**src/dbwm_defines.svh**
```systemverilog
`ifndef DBWM_DEFINES_SVH
`define DBWM_DEFINES_SVH

// ==========================================
// array geometry
`define DBWM_DW 36
`define DBWM_AW 4
`define DBWM_LANES 4
`define DBWM_LANE_W 9
`define DBWM_NARROW_LANES 4'h3
`define DBWM_ALL_LANES 4'hF
`define DBWM_BUF_DEPTH 2'h2

// ==========================================
// register bus
`define DBWM_AXI_AW 8
`define DBWM_OFS_CTRL 8'h00
`define DBWM_OFS_STATUS 8'h04
`define DBWM_OFS_PEEK_ADDR 8'h08
`define DBWM_OFS_PEEK_DATA 8'h0C
`define DBWM_RESP_OKAY 2'h0
`define DBWM_RESP_SLVERR 2'h2

// ==========================================
// fields and reset values
`define DBWM_CTRL_WIDE_BIT 0
`define DBWM_CTRL_HOLD_BIT 1
`define DBWM_CTRL_WIDE_RST 1'h1
`define DBWM_CTRL_HOLD_RST 1'h0
`define DBWM_STAT_SINGLE_BIT 0
`define DBWM_STAT_LEVEL_LSB 1
`define DBWM_STAT_BUSY_BIT 3
`define DBWM_STAT_COUNT_LSB 8

// ==========================================
// timing
`define DBWM_STRAP_WAIT 2'h3

`endif

```
**src/dbwm_pkg.sv**
```systemverilog
package dbwm_pkg;
`include "dbwm_defines.svh"

    // ==========================================
    // states
    typedef enum logic [0:0] {
        WR_IDLE,
        WR_BEAT1
    } dbwm_wr_state_t;

    typedef enum logic [2:0] {
        RD_IDLE,
        RD_WAIT,
        RD_ARM,
        RD_BEAT0,
        RD_BEAT1
    } dbwm_rd_state_t;

    // ==========================================
    // carriers
    typedef struct packed {
        logic k;
        logic k_n;
        logic c;
        logic c_n;
        logic wsel_n;
        logic rsel_n;
        logic [`DBWM_LANES-1:0] lane_sel_n;
        logic [`DBWM_AW-1:0] addr;
        logic [`DBWM_DW-1:0] d;
    } dbwm_pin_t;

    typedef struct packed {
        logic [`DBWM_AW-1:0] a;
        logic [`DBWM_DW-1:0] d0;
        logic [`DBWM_LANES-1:0] m0;
        logic [`DBWM_DW-1:0] d1;
        logic [`DBWM_LANES-1:0] m1;
    } dbwm_entry_t;

    typedef struct packed {
        dbwm_pin_t s1;
        dbwm_pin_t s2;
        logic k_d;
        logic k_n_d;
        logic c_d;
        logic c_n_d;
        logic [1:0] strap_cnt;
        logic strap_done;
        logic single;
        dbwm_wr_state_t wst;
        logic [`DBWM_DW-1:0] d0;
        logic [`DBWM_LANES-1:0] m0;
        dbwm_entry_t [1:0] fifo;
        logic wr_ptr;
        logic rd_ptr;
        logic [1:0] count;
        logic [7:0] burst_cnt;
        dbwm_rd_state_t rst;
        logic [`DBWM_AW-1:0] raddr;
        logic [`DBWM_DW-1:0] q;
        logic q_oe_n;
        logic org_wide;
        logic hold;
        logic [`DBWM_AW-1:0] peek;
        logic aw_got;
        logic [`DBWM_AXI_AW-1:0] aw_a;
        logic w_got;
        logic [31:0] w_data;
        logic [3:0] w_strb;
        logic bvalid;
        logic [1:0] bresp;
        logic rvalid;
        logic [31:0] rdata;
        logic [1:0] rresp;
    } dbwm_state_t;

endpackage

```
**src/dbwm_top.sv**
```systemverilog
`timescale 1ns/10ps
`include "dbwm_defines.svh"
module dbwm_top (
    // clock and reset
    input wire logic sys_clk_i,
    input wire logic resetn_i,
    // memory pins
    input wire logic k_i,
    input wire logic k_n_i,
    input wire logic c_i,
    input wire logic c_n_i,
    input wire logic write_port_select_n_i,
    input wire logic read_port_select_n_i,
    input wire logic [`DBWM_LANES-1:0] byte_lane_select_n_i,
    input wire logic [`DBWM_AW-1:0] addr_i,
    input wire logic [`DBWM_DW-1:0] d_i,
    output logic [`DBWM_DW-1:0] q_o,
    output logic q_oe_n_o,
    output logic write_ready_o,
    // axi4-lite slave
    input wire logic [`DBWM_AXI_AW-1:0] s_axi_awaddr_i,
    input wire logic s_axi_awvalid_i,
    output logic s_axi_awready_o,
    input wire logic [31:0] s_axi_wdata_i,
    input wire logic [3:0] s_axi_wstrb_i,
    input wire logic s_axi_wvalid_i,
    output logic s_axi_wready_o,
    output logic [1:0] s_axi_bresp_o,
    output logic s_axi_bvalid_o,
    input wire logic s_axi_bready_i,
    input wire logic [`DBWM_AXI_AW-1:0] s_axi_araddr_i,
    input wire logic s_axi_arvalid_i,
    output logic s_axi_arready_o,
    output logic [31:0] s_axi_rdata_o,
    output logic [1:0] s_axi_rresp_o,
    output logic s_axi_rvalid_o,
    input wire logic s_axi_rready_i
);
    import dbwm_pkg::*;

    localparam int DEPTH = 1 << `DBWM_AW;
    localparam int LW = `DBWM_LANE_W;

    // ==========================================
    // state and array
    dbwm_state_t r;
    dbwm_state_t n;
    dbwm_pin_t pin_now;
    dbwm_entry_t ent;
    dbwm_entry_t c_ent;
    logic [`DBWM_DW-1:0] mem [DEPTH];
    logic [`DBWM_AW-1:0] c_a1;
    logic [`DBWM_AW-1:0] r_a1;
    logic [`DBWM_LANES-1:0] lane_ok;
    logic [`DBWM_LANES-1:0] m_now;
    logic k_rise;
    logic k_n_rise;
    logic ref_rise;
    logic ref_n_rise;
    logic push;
    logic commit;
    logic awready;
    logic wready;
    logic arready;
    logic [31:0] rd_word;
    logic rd_hit;
    logic wr_hit;

    assign pin_now = '{k: k_i, k_n: k_n_i, c: c_i, c_n: c_n_i,
                       wsel_n: write_port_select_n_i,
                       rsel_n: read_port_select_n_i,
                       lane_sel_n: byte_lane_select_n_i,
                       addr: addr_i, d: d_i};

    // ==========================================
    // edge detection on synchronised pins
    assign k_rise = r.s2.k & ~r.k_d;
    assign k_n_rise = r.s2.k_n & ~r.k_n_d;
    assign ref_rise = r.single ? k_rise : (r.s2.c & ~r.c_d);
    assign ref_n_rise = r.single ? k_n_rise : (r.s2.c_n & ~r.c_n_d);

    // ==========================================
    // buffer handshake
    assign write_ready_o = (r.count != `DBWM_BUF_DEPTH) & r.strap_done;
    assign commit = (r.count != 2'h0) & ~r.hold;
    assign c_ent = r.fifo[r.rd_ptr];
    assign c_a1 = c_ent.a + `DBWM_AW'(1);
    assign r_a1 = r.raddr + `DBWM_AW'(1);

    // narrow organisation masks the upper two lanes
    assign lane_ok = r.org_wide ? `DBWM_ALL_LANES : `DBWM_NARROW_LANES;
    assign m_now = r.s2.lane_sel_n | ~lane_ok;

    assign ent = '{a: r.s2.addr, d0: r.d0, m0: r.m0,
                   d1: r.s2.d, m1: m_now};

    // ==========================================
    // register decode
    assign awready = ~r.aw_got & ~r.bvalid;
    assign wready = ~r.w_got & ~r.bvalid;
    assign arready = ~r.rvalid;

    always_comb begin
        rd_hit = 1'b1;
        rd_word = 32'h0;
        unique case (s_axi_araddr_i)
            `DBWM_OFS_CTRL: begin
                rd_word[`DBWM_CTRL_WIDE_BIT] = r.org_wide;
                rd_word[`DBWM_CTRL_HOLD_BIT] = r.hold;
            end
            `DBWM_OFS_STATUS: begin
                rd_word[`DBWM_STAT_SINGLE_BIT] = r.single;
                rd_word[`DBWM_STAT_LEVEL_LSB +: 2] = r.count;
                rd_word[`DBWM_STAT_BUSY_BIT] = (r.wst != WR_IDLE);
                rd_word[`DBWM_STAT_COUNT_LSB +: 8] = r.burst_cnt;
            end
            `DBWM_OFS_PEEK_ADDR: begin
                rd_word[`DBWM_AW-1:0] = r.peek;
            end
            `DBWM_OFS_PEEK_DATA: begin
                rd_word = mem[r.peek][31:0];
            end
            default: begin
                rd_hit = 1'b0;
            end
        endcase
    end

    assign wr_hit = (r.aw_a == `DBWM_OFS_CTRL) |
                    (r.aw_a == `DBWM_OFS_STATUS) |
                    (r.aw_a == `DBWM_OFS_PEEK_ADDR) |
                    (r.aw_a == `DBWM_OFS_PEEK_DATA);

    // ==========================================
    // next state
    always_comb begin
        n = r;
        push = 1'b0;
        n.s1 = pin_now;
        n.s2 = r.s1;
        n.k_d = r.s2.k;
        n.k_n_d = r.s2.k_n;
        n.c_d = r.s2.c;
        n.c_n_d = r.s2.c_n;

        // strap sampled once the synchroniser has filled
        if (!r.strap_done) begin
            n.strap_cnt = r.strap_cnt + 2'h1;
            if (r.strap_cnt == `DBWM_STRAP_WAIT) begin
                n.strap_done = 1'b1;
                n.single = r.s2.c & r.s2.c_n;
            end
        end

        // write port
        unique case (r.wst)
            WR_IDLE: begin
                if (k_rise && !r.s2.wsel_n && write_ready_o) begin
                    n.d0 = r.s2.d;
                    n.m0 = m_now;
                    n.wst = WR_BEAT1;
                end
            end
            WR_BEAT1: begin
                if (k_n_rise) begin
                    push = 1'b1;
                    n.fifo[r.wr_ptr] = ent;
                    n.wr_ptr = ~r.wr_ptr;
                    n.wst = WR_IDLE;
                end
            end
        endcase

        if (commit) begin
            n.rd_ptr = ~r.rd_ptr;
            n.burst_cnt = r.burst_cnt + 8'h01;
        end
        n.count = r.count + {1'b0, push} - {1'b0, commit};

        // read port, counted from the start cycle
        unique case (r.rst)
            RD_IDLE: begin
                if (k_rise && !r.s2.rsel_n && r.strap_done) begin
                    n.raddr = r.s2.addr;
                    n.rst = RD_WAIT;
                end
            end
            RD_WAIT: begin
                if (k_rise) begin
                    n.rst = RD_ARM;
                end
            end
            RD_ARM: begin
                if (ref_n_rise) begin
                    n.q = mem[r.raddr] & {{18{r.org_wide}}, 18'h3FFFF};
                    n.q_oe_n = 1'b0;
                    n.rst = RD_BEAT0;
                end
            end
            RD_BEAT0: begin
                if (ref_rise) begin
                    n.q = mem[r_a1] & {{18{r.org_wide}}, 18'h3FFFF};
                    n.rst = RD_BEAT1;
                end
            end
            RD_BEAT1: begin
                if (ref_n_rise) begin
                    n.q_oe_n = 1'b1;
                    n.rst = RD_IDLE;
                end
            end
        endcase

        // axi write channels
        if (s_axi_awvalid_i && awready) begin
            n.aw_got = 1'b1;
            n.aw_a = s_axi_awaddr_i;
        end
        if (s_axi_wvalid_i && wready) begin
            n.w_got = 1'b1;
            n.w_data = s_axi_wdata_i;
            n.w_strb = s_axi_wstrb_i;
        end
        if (r.aw_got && r.w_got) begin
            n.aw_got = 1'b0;
            n.w_got = 1'b0;
            n.bvalid = 1'b1;
            n.bresp = wr_hit ? `DBWM_RESP_OKAY : `DBWM_RESP_SLVERR;
            if (r.w_strb[0] && r.aw_a == `DBWM_OFS_CTRL) begin
                n.org_wide = r.w_data[`DBWM_CTRL_WIDE_BIT];
                n.hold = r.w_data[`DBWM_CTRL_HOLD_BIT];
            end
            if (r.w_strb[0] && r.aw_a == `DBWM_OFS_PEEK_ADDR) begin
                n.peek = r.w_data[`DBWM_AW-1:0];
            end
        end
        if (r.bvalid && s_axi_bready_i) begin
            n.bvalid = 1'b0;
        end

        // axi read channels
        if (s_axi_arvalid_i && arready) begin
            n.rvalid = 1'b1;
            n.rdata = rd_word;
            n.rresp = rd_hit ? `DBWM_RESP_OKAY : `DBWM_RESP_SLVERR;
        end else if (r.rvalid && s_axi_rready_i) begin
            n.rvalid = 1'b0;
        end
    end

    // ==========================================
    // state register
    always_ff @(posedge sys_clk_i or negedge resetn_i) begin
        if (!resetn_i) begin
            r <= '0;
            r.wst <= WR_IDLE;
            r.rst <= RD_IDLE;
            r.q_oe_n <= 1'b1;
            r.org_wide <= `DBWM_CTRL_WIDE_RST;
            r.hold <= `DBWM_CTRL_HOLD_RST;
        end else begin
            r <= n;
        end
    end

    // ==========================================
    // array commit, both beats at once
    always_ff @(posedge sys_clk_i) begin
        if (commit) begin
            for (int l = 0; l < `DBWM_LANES; l++) begin
                if (!c_ent.m0[l]) begin
                    mem[c_ent.a][l*LW +: LW] <= c_ent.d0[l*LW +: LW];
                end
                if (!c_ent.m1[l]) begin
                    mem[c_a1][l*LW +: LW] <= c_ent.d1[l*LW +: LW];
                end
            end
        end
    end

    // ==========================================
    // outputs
    assign q_o = r.q;
    assign q_oe_n_o = r.q_oe_n;
    assign s_axi_awready_o = awready;
    assign s_axi_wready_o = wready;
    assign s_axi_bvalid_o = r.bvalid;
    assign s_axi_bresp_o = r.bresp;
    assign s_axi_arready_o = arready;
    assign s_axi_rvalid_o = r.rvalid;
    assign s_axi_rdata_o = r.rdata;
    assign s_axi_rresp_o = r.rresp;

    // ==========================================
    // checks
    a_narrow_full: assert property (@(posedge sys_clk_i)
        disable iff (!resetn_i)
        commit && c_ent.m0 == 4'hC |=>
        mem[$past(c_ent.a)][17:0] == $past(c_ent.d0[17:0]))
        else $error("narrow full beat not written");

    a_narrow_low: assert property (@(posedge sys_clk_i)
        disable iff (!resetn_i)
        commit && c_ent.m0 == 4'hE |=>
        mem[$past(c_ent.a)][8:0] == $past(c_ent.d0[8:0]) &&
        mem[$past(c_ent.a)][17:9] == $past(mem[c_ent.a][17:9]))
        else $error("narrow low lane mismatch");

    a_narrow_high: assert property (@(posedge sys_clk_i)
        disable iff (!resetn_i)
        commit && c_ent.m0 == 4'hD |=>
        mem[$past(c_ent.a)][17:9] == $past(c_ent.d0[17:9]) &&
        mem[$past(c_ent.a)][8:0] == $past(mem[c_ent.a][8:0]))
        else $error("narrow high lane mismatch");

    a_narrow_none: assert property (@(posedge sys_clk_i)
        disable iff (!resetn_i)
        commit && !r.org_wide && c_ent.m0 == 4'hF |=>
        mem[$past(c_ent.a)][17:0] == $past(mem[c_ent.a][17:0]))
        else $error("masked narrow beat changed array");

    a_wide_full: assert property (@(posedge sys_clk_i)
        disable iff (!resetn_i)
        commit && c_ent.m0 == 4'h0 |=>
        mem[$past(c_ent.a)] == $past(c_ent.d0))
        else $error("wide full beat not written");

    a_wide_lane0: assert property (@(posedge sys_clk_i)
        disable iff (!resetn_i)
        commit && c_ent.m0 == 4'hE |=>
        mem[$past(c_ent.a)][35:9] == $past(mem[c_ent.a][35:9]))
        else $error("wide lane 0 write touched other lanes");

    a_wide_lane2: assert property (@(posedge sys_clk_i)
        disable iff (!resetn_i)
        commit && c_ent.m0 == 4'hB |=>
        mem[$past(c_ent.a)][26:18] == $past(c_ent.d0[26:18]) &&
        mem[$past(c_ent.a)][35:27] == $past(mem[c_ent.a][35:27]) &&
        mem[$past(c_ent.a)][17:0] == $past(mem[c_ent.a][17:0]))
        else $error("wide lane 2 write mismatch");

    a_wide_none: assert property (@(posedge sys_clk_i)
        disable iff (!resetn_i)
        commit && c_ent.m0 == 4'hF |=>
        mem[$past(c_ent.a)] == $past(mem[c_ent.a]))
        else $error("masked wide beat changed array");

    a_second_beat: assert property (@(posedge sys_clk_i)
        disable iff (!resetn_i)
        commit && c_ent.m1 == 4'h0 && c_ent.m0 == 4'hF |=>
        mem[$past(c_a1)] == $past(c_ent.d1))
        else $error("second beat not at next address");

    a_beat_capture: assert property (@(posedge sys_clk_i)
        disable iff (!resetn_i)
        r.wst == WR_IDLE && k_rise && !r.s2.wsel_n && write_ready_o |=>
        r.wst == WR_BEAT1 && r.d0 == $past(r.s2.d))
        else $error("first write beat not captured");

    a_out_idle: assert property (@(posedge sys_clk_i)
        disable iff (!resetn_i)
        r.rst inside {RD_IDLE, RD_WAIT, RD_ARM} |-> r.q_oe_n)
        else $error("read output driven while idle");

    a_out_launch: assert property (@(posedge sys_clk_i)
        disable iff (!resetn_i)
        $fell(r.q_oe_n) |-> $past(ref_n_rise) && $past(r.rst == RD_ARM))
        else $error("read data launched off output clock");

endmodule

```
**config.mk**
```make
export PLATFORM = sky130hd
export DESIGN_NAME = dbwm_top
export DESIGN_NICKNAME = d
export VERILOG_FILES = /design/src/dbwm_pkg.sv /design/src/dbwm_top.sv
export VERILOG_INCLUDE_DIRS = /design/src
export SDC_FILE = /design/constraint.sdc
export NUM_CORES = 2
export LEC_CHECK = 0
export ABC_AREA = 0
export BUFFER_PORTS_ARGS = -buffer_cell sky130_fd_sc_hd__clkbuf_2
export CAP_MARGIN = 10
export CORE_ASPECT_RATIO = 1.5
export CORE_MARGIN = 5
export CORE_UTILIZATION = 55
export CTS_CLUSTER_DIAMETER = 40
export DETAILED_ROUTE_END_ITERATION = 8
export MAX_ROUTING_LAYER = met4
export PLACE_DENSITY = 0.7
export SYNTH_ARGS = -nofsm -noshare
export SYNTH_HDL_FRONTEND = slang
export SYNTH_SLANG_ARGS = --single-unit
```
**constraint.sdc**
```tcl
create_clock -name sys_clk_i -period 7.3 [get_ports sys_clk_i]
set_input_delay 1.095 -clock sys_clk_i [delete_from_list [all_inputs] [get_ports sys_clk_i]]
set_output_delay 1.095 -clock sys_clk_i [all_outputs]
set_load 0.02 [all_outputs]
```
==> reports/metrics.cfg <==
[floorplan]
initial_core_util=0.5543
io_pins=188
rows=141
fp.coreArea_mm2=0.09862
die_area_mm2=0.1059
die_height_um=396.1
die_w_um=267.4

[sta]
max_freq_mhz=242.0
setup_tns_ns=0
fin_crit_ns=4.132
slew_headroom=0.1272
finalSetupViolCount=0
period_share=0.5661
fin_skew_ns=0.02800
rsz0062_at_grt=false
maxSlewViolCount=0
hold_viol=0
worst_pin_slew_ns=1.309

[worst_setup_path]
worstPathRequired_ns=7.92
critPathSlowestCell=ha_4
cpLargestDelayFamily=adder cells
path_class=flop to flop
cp_num_cells=7
r2r.worst_path.cells=7
path_buf_inv=1
cp.arrival_ns=4.76
crit_fanout=41
crit_path_end_kind=flop
cpPeakStageDelay_ns=0.93
path_cells=ha_4, buf_4, mux4_2, mux2_2, a222oi_1, a21oi_1, a22o_1
start_kind=flop

[finish]
finalInstanceArea_mm2=0.06075
nFillCells=7294
syn_to_final_growth_pct=11.13
drive_above_1_share=0.3445
nets=3748
finish.utilization=0.6160

[grt]
grt_pass1_wl_um=246300
grt_max_degree=156
antenna_found_initial=5
grtUsageTotal=0.3263
grt_pass1_vias=36460
overflow=0

[routing]
drt_wl_total_um=169500
firstDrtPassIters=9
vias=35330
met1_length_um=57290
ant_nets=0
dr_wl_met2_um=81090
drc=0
vias_per_cell=7.025
highest_layer=met4
wl_per_cell_um=33.71
drt-initial-drc-count=4349
dr_wl_met3_um=18600

[synth]
avgSynthCellArea_um2=15.24
ys_warn_count=0
synth-edff-count=576
synthCells=3588
synth_area_mm2=0.05466
synthArstFlopShare=0.4274
synth_cell_types=69
ys.flop_type=edfxtp_1
ys_ff_latch=1006
synth-seq-area-share=0.5133

[placement]
port_buffers=154
place_area_mm2=0.05637
dp_hpwl_um=110000
place.gp.congestion=0.9488

[cts]
htree_num_levels=3
cts_resized=0
path_clk_slew_ns=0.06
cts_inserted_buffers=118
clockBufferDepth=3
cts.sinks=1006
clk-insertion-delay-late_ns=0.75
cts_setup_buffers=0
clockRootBuffer=clkbuf_16
hold_buffers=0
cts_tree=yes

[power]
ir_worst_vdd_mv=0.4813
p_total_mw=30.52
powerDensity_mw_per_mm2=502.5
leakage_nw=22.67

[job]
drv_cap=0

[min_path]
hold_path_class=flop to flop
holdPathStages=0

[status]
status=complete, no violations

==> sequential cells by signal, indices dropped and copies added (netlist names) <==
name,count
s_axi_bresp_o,1
n,54
s_axi_bvalid_o,1
s_axi_rdata_o,32
s_axi_rvalid_o,1
q_o,36
r,223
ent,80
s_axi_rresp_o,1
mem,576
q_oe_n_o,1
==> synth_stat cells (all sizes together), types with 3 or more instances <==
library cell,n,area share
and2,10,0.0011
a221oi,66,0.011
nand4,3,0.00034
nand3,5,0.00046
edfxtp,576,0.32
nand2b,14,0.0016
inv,45,0.0031
mux2,246,0.051
nor2b,23,0.0026
mux2i,769,0.14
dfrtp,428,0.20
xor2,3,0.00048
o21ai,81,0.0074
xnor2,11,0.0018
nor2,100,0.016
a221o,8,0.0015
o211ai,6,0.00082
ha,5,0.0011
a31oi,12,0.0014
a22o,35,0.0056
nand2,154,0.013
mux4,393,0.16
a211oi,10,0.0016
nor3,21,0.0019
or2,5,0.00057
a21oi,52,0.0048
buf,241,0.027
o21bai,6,0.00082
o221ai,5,0.00080
o22ai,56,0.0064
and3,6,0.00069
a222oi,15,0.0027
o31ai,3,0.00041
a22oi,13,0.0018
o32ai,3,0.0012
nor4,3,0.00034
clkbuf,126,0.0087
a211o,7,0.0011
==> power by group <==
part           internal, mW  switching (mW)
sequential             8.57            1.26
clock                  3.69            2.55
combinational          5.87            8.58
total                  18.1            12.4
==> per-stage QoR <==
| stage | hold WS [ns] | instances | setup WS (ns) |
|---|---|---|---|
| floorplan | 0.3312 | 3589 | 4.713 |
| global placement | 0.3334 | 4781 | 3.257 |
| detailed placement | 0.3347 | 4781 | 3.247 |
| CTS | 0.3423 | 5006 | 3.223 |
| global route | 0.3541 | 5028 | 3.007 |
| finish | 0.3410 | 5029 | 3.168 |
==> logic make-up (layout without fill, tap and decap cells) <==
kind of cell | count (synthesis) | after routing | synth area share
other cells | 1 | 5 | 0.00006860
buf+inv | 414 | 564 | 0.03930
flops | 1006 | 1006 | 0.5133
xor+xnor | 14 | 14 | 0.002243
simple gates | 350 | 350 | 0.03944
fa+ha+maj | 5 | 5 | 0.001144
compound gates | 390 | 390 | 0.05111
mux | 1408 | 1408 | 0.3534
==> metal layers <==
metal | track usage | vias up
met5 | - | -
met4 | 0.1863 | 0
met3 | 0.07213 | 721
met2 | 0.5111 | 2333
met1 | 0.3935 | 17970
li1 | - | 14310
==> final cells by class <==
type                       instances  area (µm²)  share of cell area
tap                             1287        1610             0.02651
antenna                            3       7.507           0.0001236
timing repair buffer             292        1896             0.03120
multi-input combinational       2169       24800              0.4083
sequential                      1006       28080              0.4623
clock buffer                     147        3233             0.05322
inverter                          47       176.4            0.002904
clock inverter                    78       940.9             0.01549
==> final timing paths <==
kind / slack [ns] / to / start
worst max register to register: 3.17 / q_o[27]$_DFFE_PN0P_ / r[128]$_DFFE_PN0P_
worst min register to register: 0.34 / ent[24]$_DFF_PN0_ / n[383]$_DFF_PN0_
max in group asynchronous: 5.66 / r[144]$_DFFE_PN0P_ / resetn_i
worst min-delay path: 0.34 / ent[24]$_DFF_PN0_ / n[383]$_DFF_PN0_
worst max-delay path: 3.17 / q_o[27]$_DFFE_PN0P_ / r[128]$_DFFE_PN0P_
min in group asynchronous: 0.35 / n[379]$_DFF_PN0_ / resetn_i
==> cell usage in the layout, fill, tap and decap left out, types with 30 or more instances in the layout <==
cell type and count:
buf_4 131, nor2_1 50, mux2i_1 753, dfrtp_1 419, edfxtp_1 576, o21ai_0 76, inv_1 44, nand2_1 124
a22o_1 35, clkbuf_16 124, a221oi_1 66, a21oi_1 52, clkbuf_2 153, nor2_4 30, mux2_2 246, o22ai_1 32
mux4_2 393
Note: power is estimated with default switching activity, not from simulation.
